===== config.mk =====
export PLATFORM = sky130hd
export DESIGN_NAME = dpts_ctrl
export DESIGN_NICKNAME = d
export VERILOG_FILES = /design/src/dpts_pkg.sv /design/src/dpts_ctrl.sv
export SDC_FILE = /design/constraint.sdc
export NUM_CORES = 1
export LEC_CHECK = 0
export ABC_AREA = 1
export BUFFER_PORTS_ARGS = -buffer_cell sky130_fd_sc_hd__buf_2
export CORE_MARGIN = 2
export CORE_UTILIZATION = 49
export CTS_CLUSTER_SIZE = 24
export DETAILED_ROUTE_END_ITERATION = 7
export GPL_TIMING_DRIVEN = 0
export PLACE_DENSITY = 0.85
export SETUP_SLACK_MARGIN = 0.5
export SLEW_MARGIN = 40
export SYNTH_ARGS = -nofsm -noshare
export SYNTH_HDL_FRONTEND = slang
export SYNTH_SLANG_ARGS = --single-unit

===== constraint.sdc =====
create_clock -name clock_i -period 1.59 [get_ports clock_i]
set_input_delay 0.477 -clock clock_i [delete_from_list [all_inputs] [get_ports clock_i]]
set_output_delay 0.477 -clock clock_i [all_outputs]
set_load 0.05 [all_outputs]

===== src/dpts_pkg.sv =====
// Purpose: Shared constants and types for the token semaphore port controller.
// Assumes: One clock at 100 MHz; the device port is asynchronous SRAM-like.
// Notes: Strobe widths are counted in clock cycles of the controller.
package dpts_pkg;
    // ==========================================================
    // Geometry of the token space.
    localparam int DPTS_FLAGS = 8;
    localparam int DPTS_IDX_W = 3;
    localparam int DPTS_DATA_W = 18;
    localparam int DPTS_ADDR_W = 18;
    // ==========================================================
    // Timing: strobe width and settle time, in ns and in cycles.
    localparam int DPTS_CLK_NS = 10;
    localparam int DPTS_STROBE_NS = 30;
    localparam int DPTS_STROBE_CYC =
        (DPTS_STROBE_NS + DPTS_CLK_NS - 1) / DPTS_CLK_NS;
    localparam int DPTS_GAP_NS = 10;
    localparam int DPTS_GAP_CYC =
        (DPTS_GAP_NS + DPTS_CLK_NS - 1) / DPTS_CLK_NS;
    localparam logic [3:0] DPTS_CNT_ZERO = 4'h0;
    localparam logic [3:0] DPTS_CNT_ONE = 4'h1;
    // ==========================================================
    // User command codes.
    typedef enum logic [1:0] {
        DPTS_CMD_ACQUIRE = 2'b00,  // Write zero, then read back.
        DPTS_CMD_RELEASE = 2'b01,  // Write one.
        DPTS_CMD_READ    = 2'b10,  // Read flag only.
        DPTS_CMD_INIT    = 2'b11   // Write one to every flag.
    } dpts_cmd_e;
    // Controller states.
    typedef enum logic [2:0] {
        DPTS_ST_IDLE  = 3'b000,
        DPTS_ST_WR    = 3'b001,
        DPTS_ST_GAP   = 3'b010,
        DPTS_ST_RD    = 3'b011,
        DPTS_ST_DONE  = 3'b100
    } dpts_state_e;
    // Pin group driven to the device port.
    typedef struct packed {
        logic token_space_select_n;
        logic chip_enable_n;
        logic rw_n;
        logic output_enable_n;
        logic lower_byte_sel_n;
        logic upper_byte_sel_n;
    } dpts_ctl_s;
    localparam dpts_ctl_s DPTS_CTL_IDLE = 6'b11_1111;
    localparam logic [DPTS_IDX_W-1:0] DPTS_IDX_LAST = 3'h7;
endpackage


===== src/dpts_ctrl.sv =====
// Purpose: Controller driving one port of the token semaphores of a
//          dual-port RAM: acquire, release, poll and initialise flags.
// Assumes: One clock clock_i; the device answers within the strobe width.
// Notes: Data pins are three signals; data_oe_n_o is low while driving.
`timescale 1ns/100ps

module dpts_ctrl
    import dpts_pkg::*;
#(
    parameter int STROBE_CYC = DPTS_STROBE_CYC,
    parameter int GAP_CYC = DPTS_GAP_CYC
) (
    input wire logic clock_i,
    input wire logic nrst_i,
    input wire logic cmd_valid_i,
    input wire logic [1:0] cmd_i,
    input wire logic [DPTS_IDX_W-1:0] cmd_flag_i,
    output logic cmd_ready_o,
    output logic done_o,
    output logic owned_o,
    output logic [DPTS_IDX_W-1:0] addr_o,
    output dpts_ctl_s ctl_o,
    output logic [DPTS_DATA_W-1:0] data_o,
    output logic data_oe_n_o,
    input wire logic [DPTS_DATA_W-1:0] data_i
);
    // ==========================================================
    // Reset release: asynchronous assert, synchronous release.
    logic rst_m_r;
    logic rst_n_r;
    always_ff @(posedge clock_i or negedge nrst_i) begin
        if (!nrst_i) begin
            rst_m_r <= 1'b0;
            rst_n_r <= 1'b0;
        end else begin
            rst_m_r <= 1'b1;
            rst_n_r <= rst_m_r;
        end
    end

    // ==========================================================
    // Read data synchroniser; the device output is asynchronous.
    logic [DPTS_DATA_W-1:0] din_m_r;
    logic [DPTS_DATA_W-1:0] din_s_r;
    always_ff @(posedge clock_i or negedge rst_n_r) begin
        if (!rst_n_r) begin
            din_m_r <= '0;
            din_s_r <= '0;
        end else begin
            din_m_r <= data_i;
            din_s_r <= din_m_r;
        end
    end

    // ==========================================================
    // State and working registers.
    dpts_state_e state_r;
    dpts_state_e state_nxt;
    logic [3:0] cnt_r;
    logic [3:0] cnt_nxt;
    dpts_cmd_e cmd_r;
    logic [DPTS_IDX_W-1:0] idx_r;
    logic [DPTS_IDX_W-1:0] idx_nxt;
    dpts_ctl_s ctl_nxt;
    logic [DPTS_DATA_W-1:0] dout_nxt;
    logic oe_n_nxt;
    logic owned_nxt;

    // Decodes, kept as named wires.
    // A command is taken only while ready is shown, so nothing slips in
    // during the cycles right after reset release.
    wire take = (state_r == DPTS_ST_IDLE) && cmd_ready_o && cmd_valid_i;
    wire cnt_end = (cnt_r == 4'(STROBE_CYC - 1));
    wire gap_end = (cnt_r == 4'(GAP_CYC - 1));
    // A flag is ours only when every sampled lower-lane bit reads zero.
    // Only the lower byte lane is enabled on reads; the upper lane is not
    // driven by the device, so its bits carry no flag value.
    localparam int LOW_W = DPTS_DATA_W / 2;
    wire flag_zero = ~|din_s_r[LOW_W-1:0];
    // Written value sits on bit 0 only; the rest drive zero.
    wire wr_bit = (cmd_r != DPTS_CMD_ACQUIRE);
    wire last_init = (cmd_r == DPTS_CMD_INIT) && (idx_r == DPTS_IDX_LAST);
    wire wr_then_rd = (cmd_r == DPTS_CMD_ACQUIRE);

    // ==========================================================
    // Next-state logic. Every access keeps the array enable high and
    // the token select low; each access ends with all strobes
    // inactive so a following poll sees fresh data.
    always_comb begin
        state_nxt = state_r;
        cnt_nxt = cnt_r;
        idx_nxt = idx_r;
        ctl_nxt = DPTS_CTL_IDLE;
        dout_nxt = '0;
        oe_n_nxt = 1'b1;
        owned_nxt = owned_o;
        case (state_r)
            DPTS_ST_IDLE: begin
                cnt_nxt = DPTS_CNT_ZERO;
                if (take) begin
                    // Init starts from flag 0 and walks all eight.
                    idx_nxt = (cmd_i == DPTS_CMD_INIT) ? '0 : cmd_flag_i;
                    state_nxt = (cmd_i == DPTS_CMD_READ) ?
                        DPTS_ST_RD : DPTS_ST_WR;
                end
            end
            DPTS_ST_WR: begin
                // Write strobe: select low, array enable high.
                ctl_nxt.token_space_select_n = 1'b0;
                ctl_nxt.rw_n = 1'b0;
                ctl_nxt.lower_byte_sel_n = 1'b0;
                dout_nxt = {{(DPTS_DATA_W-1){1'b0}}, wr_bit};
                oe_n_nxt = 1'b0;
                cnt_nxt = cnt_r + DPTS_CNT_ONE;
                if (cnt_end) begin
                    cnt_nxt = DPTS_CNT_ZERO;
                    state_nxt = DPTS_ST_GAP;
                end
            end
            DPTS_ST_GAP: begin
                // Strobes inactive; bus released before any read.
                cnt_nxt = cnt_r + DPTS_CNT_ONE;
                if (gap_end) begin
                    cnt_nxt = DPTS_CNT_ZERO;
                    if (wr_then_rd) begin
                        state_nxt = DPTS_ST_RD;
                    end else if (cmd_r == DPTS_CMD_INIT && !last_init) begin
                        idx_nxt = idx_r + 3'h1;
                        state_nxt = DPTS_ST_WR;
                    end else begin
                        if (cmd_r != DPTS_CMD_READ) begin
                            owned_nxt = 1'b0;
                        end
                        state_nxt = DPTS_ST_DONE;
                    end
                end
            end
            DPTS_ST_RD: begin
                // Read strobe; the device holds its output latched.
                ctl_nxt.token_space_select_n = 1'b0;
                ctl_nxt.output_enable_n = 1'b0;
                ctl_nxt.lower_byte_sel_n = 1'b0;
                cnt_nxt = cnt_r + DPTS_CNT_ONE;
                // Wait two more cycles for the synchroniser.
                if (cnt_r == 4'(STROBE_CYC + 1)) begin
                    cnt_nxt = DPTS_CNT_ZERO;
                    owned_nxt = flag_zero;
                    state_nxt = DPTS_ST_DONE;
                end
            end
            DPTS_ST_DONE: begin
                // One result cycle, strobes idle: a new poll restarts.
                state_nxt = DPTS_ST_IDLE;
            end
            default: begin
                state_nxt = DPTS_ST_IDLE;
            end
        endcase
    end

    // ==========================================================
    // Registers; every output is a flip-flop.
    always_ff @(posedge clock_i or negedge rst_n_r) begin
        if (!rst_n_r) begin
            state_r <= DPTS_ST_IDLE;
            cnt_r <= DPTS_CNT_ZERO;
            cmd_r <= DPTS_CMD_READ;
            idx_r <= '0;
            ctl_o <= DPTS_CTL_IDLE;
            data_o <= '0;
            data_oe_n_o <= 1'b1;
            owned_o <= 1'b0;
            addr_o <= '0;
            done_o <= 1'b0;
            cmd_ready_o <= 1'b0;
        end else begin
            state_r <= state_nxt;
            cnt_r <= cnt_nxt;
            if (take) begin
                cmd_r <= dpts_cmd_e'(cmd_i);
            end
            idx_r <= idx_nxt;
            ctl_o <= ctl_nxt;
            data_o <= dout_nxt;
            data_oe_n_o <= oe_n_nxt;
            owned_o <= owned_nxt;
            addr_o <= idx_nxt;
            done_o <= (state_nxt == DPTS_ST_DONE);
            cmd_ready_o <= (state_nxt == DPTS_ST_IDLE);
        end
    end

    // ==========================================================
    // Checks on the driven pins.
    AST_SELECT_NOT_ARRAY: assert property (
        @(posedge clock_i) disable iff (!rst_n_r)
        !ctl_o.token_space_select_n |-> ctl_o.chip_enable_n)
        else $error("Array enable active during token access.");
    AST_WRITE_BIT_ONLY: assert property (
        @(posedge clock_i) disable iff (!rst_n_r)
        !data_oe_n_o |-> (data_o[DPTS_DATA_W-1:1] == '0))
        else $error("Upper data bits driven during token write.");
    AST_NO_DRIVE_ON_READ: assert property (
        @(posedge clock_i) disable iff (!rst_n_r)
        !ctl_o.output_enable_n |-> data_oe_n_o && ctl_o.rw_n)
        else $error("Bus driven while device output enabled.");
    AST_POLL_GAP: assert property (
        @(posedge clock_i) disable iff (!rst_n_r)
        done_o |=> (ctl_o == DPTS_CTL_IDLE))
        else $error("Select still active at end of access.");
    AST_ACQ_READS: assert property (
        @(posedge clock_i) disable iff (!rst_n_r)
        (take && cmd_i == DPTS_CMD_ACQUIRE) |=>
        ##[1:40] !ctl_o.output_enable_n)
        else $error("Acquire did not read back the flag.");
    AST_RELEASE_CLEARS: assert property (
        @(posedge clock_i) disable iff (!rst_n_r)
        (take && cmd_i == DPTS_CMD_RELEASE) |-> ##[1:40] (done_o && !owned_o))
        else $error("Release did not clear ownership.");
    AST_ADDR_STABLE: assert property (
        @(posedge clock_i) disable iff (!rst_n_r)
        (!ctl_o.token_space_select_n && $past(!ctl_o.token_space_select_n))
        |-> $stable(addr_o))
        else $error("Flag address moved during strobe.");
    AST_READY_IDLE: assert property (
        @(posedge clock_i) disable iff (!rst_n_r)
        cmd_ready_o |-> ctl_o == DPTS_CTL_IDLE)
        else $error("Strobes active while idle.");
    COV_ACQ_WON: cover property (@(posedge clock_i)
        done_o && owned_o);
    COV_INIT: cover property (@(posedge clock_i)
        take && cmd_i == DPTS_CMD_INIT);
    COV_ACQ_LOST: cover property (@(posedge clock_i)
        done_o && !owned_o && cmd_r == DPTS_CMD_ACQUIRE);
endmodule


# Word level (Yosys, flattened, before mapping)
# Cells that the tools add are included.
[totals]
regBits = 56
inputBits = 26
output_inout_bits = 31
wordCells = 81
[op_classes]
n_addsub = 2
n_eq_ne = 18
muxes = 28
reduce_logical = 18
[op_table]
columns = ["cell", "count"]
rows = [
  ["2-to-1 mux 3 bit", 11],
  ["inequality test 2 bit, second input constant", 8],
  ["case mux 4 bit (4 select lines)", 1],
  ["2-to-1 mux 4 bit", 3],
  ["case mux 3 bit (4 select lines)", 1],
  ["2-to-1 mux 1 bit", 9],
  ["OR reduction 9 bit", 1],
  ["equality test 2 bit, second input constant", 3],
  ["equality test 3 x 2 -> 1 bit, second input constant", 2],
  ["equality test 3 bit, second input constant", 2],
  ["zero test 3 bit", 2],
  ["case mux 3 bit (2 select lines)", 1],
  ["AND reduction 6 bit", 1],
  ["nonzero test 2 bit", 3],
  ["AND reduction 5 bit", 1],
  ["adder 4 x 1 -> 4 bit, second input constant", 1],
  ["equality test 4 x 2 -> 1 bit, second input constant", 1],
  ["equality test 4 x 3 -> 1 bit, second input constant", 1],
  ["logical AND 1 bit", 4],
  ["zero test 4 bit", 1],
  ["nonzero test 4 bit", 1],
  ["adder 3 x 1 -> 3 bit, second input constant", 1],
  ["equality test 3 x 1 -> 1 bit, second input constant", 1],
  ["zero test 1 bit", 2],
  ["4 further kinds", 4],
]

# Longest topological paths before layout
[depth]
ltp_word = 9
depth_mapped = 10
mapped_depth_nobuf = 10

# Worst setup path after synthesis
# No wires, ideal clock.
[synth_timing]
path_type = "register -> register"
startpoint = "reg idx_r[0]"
endpoint = "reg cmd_ready_o"
setup_ps = 125
arrival_time_ps = 1587
required_time_ps = 1465
path_slack_ps = -122
path_stages_with_launch = 11
path_buffers = 0
synth_period_minus_slack_ps = 1712
path_cell_list = "dfrtp_1 ha_1 ha_1 inv_1 nand3_1 nand2_1 nand3_1 inv_1 nor2_2 nand2_2 nor2_2"
[synth_between]
elab_chain_len = 9
[synth_rtl]
columns = ["item", "line", "source"]
rows = [
  ["start: declaration", "dpts_ctrl.sv:62", "logic [DPTS_IDX_W-1:0] idx_r;"],
  ["start signal: assignment", "dpts_ctrl.sv:182", "idx_r <= idx_nxt;"],
  ["equality test 3 bit", "dpts_ctrl.sv:82", "wire last_init = (cmd_r == DPTS_CMD_INIT) && (idx_r == DPTS_IDX_LAST);"],
  ["logical AND 1 bit", "dpts_ctrl.sv:82", ""],
  ["zero test 1 bit", "dpts_ctrl.sv:127", "end else if (cmd_r == DPTS_CMD_INIT && !last_init) begin"],
  ["logical AND 1 bit", "dpts_ctrl.sv:127", ""],
  ["2-to-1 mux 3 bit", "dpts_ctrl.sv:127", ""],
  ["2-to-1 mux 3 bit", "dpts_ctrl.sv:125", "if (wr_then_rd) begin"],
  ["2-to-1 mux 3 bit", "dpts_ctrl.sv:123", "if (gap_end) begin"],
  ["case mux 3 bit (4 select lines)", "dpts_ctrl.sv:97", "case (state_r)"],
  ["zero test 3 bit", "dpts_ctrl.sv:189", "cmd_ready_o <= (state_nxt == DPTS_ST_IDLE);"],
  ["end signal: assignment", "dpts_ctrl.sv:189", ""],
  ["end: declaration", "dpts_ctrl.sv:18", "output logic cmd_ready_o,"],
]
# No other way between the ends.
# A chain may end at the register's enable or synchronous reset.

==> impl_metrics.json <==
{
  "status": "complete, but fails checks",
  "violations_in_the_final_reports": "setup timing",
  "cp_max_fo": 2,
  "min-delay-path-class": "primary input to flop",
  "tritoncts": "done",
  "power_frac_comb_pct": 54.2,
  "drt_wl_total_microns": 3682,
  "clock_sinks": 39,
  "yosysMostFrequentCell": "dfrtp_1",
  "ys.flop_type": "dfrtp_1",
  "final.setup.tns_ps": -95.26,
  "worst_hold_path.num_cells": 1,
  "maximum_number_of_pins_on_one_net_before_global_route_repair": 38,
  "worstHoldEndpoint": "din_m_r[3]$_DFF_PN0_",
  "r2r_setup_slack_ps": 150,
  "rsz_0062_raised_after_global_routing": "true",
  "ys_seq_area_share_pct": 56.69,
  "maxCapViolCount": 0,
  "drt_iter0_markers": 50,
  "syn2layout_area_growth_pct": 47.72,
  "slowest_delay_ps": 570,
  "post_synth_num_cell_types": 26,
  "clock_path_buffers": 2,
  "syn-mean-instance-area_sq_um": 10.18,
  "via_count": 1302,
  "total_gr_overflow": 0,
  "hold_violations": 0,
  "dr.pass1.iters": 4,
  "finalWorstPathRequiredPeriod_ps": 1635,
  "worstSetupStartpointType": "flop",
  "antenna_found_initial": 0,
  "timing.critical_path.cells": "buf_8 -> buf_8",
  "r2r-start": "idx_r[0]$_DFFE_PN0P_",
  "ys_top_cells_by_area": "dfrtp_1 (51%), buf_4 (9.1%), dfstp_2 (6.1%)",
  "yosys_register_bits": 39,
  "switching_power_mw": 2.116,
  "cp_common_cell": "buf_8",
  "final_core_utilization_pct": 76.00,
  "route.detailed.drc": 0,
  "ios": 57,
  "layout-drive-gt1-share_pct": 55.93,
  "grt_pass1_wl_microns": 5934,
  "critPathBufInv": 2,
  "cp_slowest_cell": "dfstp_2",
  "filler_cell_count": 221,
  "final_nets": 266,
  "reg2reg_depth": 8,
  "timing.setup.critical_path_class": "flop to output port",
  "reg2reg_to": "idx_r[0]$_DFFE_PN0P_",
  "maxSlewViolCount": 0,
  "yosysWarningCount": 0,
  "chipHeight_microns": 63.43,
  "grt_pass1_vias": 1297,
  "synth_edf_count": 0,
  "internal_power_mw": 2.591,
  "placementRows": 21,
  "power.density_nw_per_um2": 1841,
  "worstHoldStart": "data_i[3]",
  "initial_utilization_pct": 51.45,
  "die_x_microns": 63.43,
  "worst_setup_hold_path_clk_slew_ps": 120,
  "critical_path_required_ps": 1110,
  "worst_setup_slack_after_layout_ps": -44.58,
  "top_family_by_delay_on_critical_path": "flip-flops",
  "combined_area_of_all_synthesized_cells_sq_um": 1730,
  "dp_worst_setup_slack_ps": 193.2,
  "post_synthesis_cell_type_with_the_largest_combined_area": "dfrtp_1",
  "cts-htree-levels": 2,
  "power.share.clock_pct": 14.1,
  "cts_buffers": 5,
  "power.ir.vdd_worst_uv": 1146,
  "clock_insertion_delay_worst_skew_ps": 360,
  "global_route.usage.total_pct": 19.83,
  "swShare_pct": 44.95,
  "top_cell_types_by_occurrence_after_synthesis": "dfrtp_1 (35), nand2_1 (26), buf_4 (21)",
  "syn_inst": 170,
  "cts_root_buf": "clkbuf_4",
  "asyncSetResetFlopFracSynth_pct": 100.0,
  "drtAntennaViolNets": 0,
  "worstPathArrival_ps": 1160,
  "maxClockFrequency_mhz": 611.8,
  "route.detailed.vias_per_inst": 4.617,
  "period_share_pct": 102.8,
  "setup_violations": 3,
  "synthDominantCellAreaShare_pct": 50.61,
  "p_leak_nw": 1.232,
  "endpoint_kind": "output port",
  "diodes": 0,
  "dp_hpwl_microns": 2258,
  "design.die.area_sq_um": 4023,
  "place_congestion": 0.8643,
  "avgRoutedWirePerCell_microns": 13.06,
  "finClkSkew_ps": 16.24,
  "port_buffers": 28,
  "seq_power_share_pct": 31.8,
  "core_sq_um": 3363
}
[sequential cells by signal, summed over array words and instances, names as in the netlist]
| signal | cells |
|---|---|
| done_o | 1 |
| din_s_r | 9 |
| ctl_o | 2 |
| data_oe_n_o | 1 |
| rst_m_r | 1 |
| state_r | 3 |
| cmd_ready_o | 1 |
| cmd_r | 2 |
| din_m_r | 9 |
| rst_n_r | 1 |
| cnt_r | 4 |
| owned_o | 1 |
| idx_r | 3 |
| data_o | 1 |
[stage by stage]
step | instances | power [mW] | cell area, sq um | hold slack [ps]
CTS | 277 | 4.393 | 2434 | 215.9
detailed placement | 262 | 3.265 | 2113 | 264.2
global route | 282 | 4.986 | 2556 | 190.0
finish | 282 | 4.707 | 2556 | 213.3
floorplan | 188 | 2.939 | 1916 | 181.4
global placement | 262 | 3.207 | 2113 | 260.9
[power groups by stage]
stage          sequential (mW)  clock [mW]  combinational, mW
2_1_floorplan             1.75           0               1.19
3_3_place_gp              1.45           0               1.76
3_5_place_dp              1.46           0               1.80
4_1_cts                   1.46       0.656               2.27
6_report                  1.50       0.661               2.55
5_1_grt                   1.53       0.721               2.73
[cell usage in the layout (no fill, tap or decap), types with 7 or more instances in the layout]
cell type  instances
buf_2             16
buf_4             31
buf_8              8
conb_1            20
dfrtp_1           27
dfrtp_2            7
inv_1              8
inv_2              7
nand2_1           20
nand2_4            7
nand3_1            8
nor2_1             8
nor2_4             9
[cell families (layout without fill, tap and decap cells)]
group | count (synthesis) | after routing | share of synthesized area [%]
AOI/OAI and AO/OA | 11 | 11 | 4.772
buffers and inverters | 38 | 86 | 12.80
other | 2 | 20 | 0.4340
and+or+nand+nor | 73 | 73 | 20.68
xor gates and xnor gates | 2 | 2 | 1.012
DFF | 39 | 39 | 56.69
adders and majority gates | 5 | 5 | 3.615
[worst max-delay path by stage]
stage | startpoint | end | slack [ps] | depth (start not counted)
2_1_floorplan | idx_r[1]$_DFFE_PN0P_ | cmd_ready_o$_DFF_PN0_ | 140 | 10
3_3_place_gp | state_r[2]$_DFF_PN0_ | cmd_ready_o$_DFF_PN0_ | 200 | 6
3_5_place_dp | state_r[2]$_DFF_PN0_ | cmd_ready_o$_DFF_PN0_ | 190 | 6
4_1_cts | ctl_o[1]$_DFF_PN1_ | ctl_o[5] | -30 | 2
5_1_grt | data_oe_n_o$_DFF_PN1_ | ctl_o[3] | -80 | 2
6_report | data_oe_n_o$_DFF_PN1_ | ctl_o[3] | -40 | 2
[layer usage]
metal / wire, microns / vias up / share of wire (%) / global-route usage [%]
met5: 0 / - / 0 / 0
met4: 98 / 0 / 2.7 / 10.60
met3: 144 / 10 / 3.9 / 5.893
met2: 1939 / 34 / 53 / 32.37
met1: 1499 / 622 / 41 / 23.54
li1: - / 636 / - / -
[cell type report]
type                       instances  area (sq um)  share of cell area [%]
sequential                        39         993.5                   38.86
multi-input combinational        111         858.3                   33.58
timing repair buffer              40         326.6                   12.78
buffer                            21         172.7                   6.755
inverter                          17         68.82                   2.692
tap                               46         57.56                   2.252
clock buffer                       6         41.29                   1.615
clock inverter                     2         37.54                   1.468
[repair_timing]
item	4_1_cts	5_1_grt
buffers inserted	6	5
pin swaps	13	13
gates resized for setup	51	17
endpoints found under the setup margin	26	28
hold endpoints to repair	2	0
hold buffers	1	0
[worst register-to-register path, stage by stage (launching register included)]
cell and delay (ps):
dfrtp_2 470, ha_4 180, ha_4 160, inv_2 60, nand3_4 80, o21ai_4 190
nand2_2 90, nand2_1 70, nand2_1 50
Power figures use the tool's default switching activity.
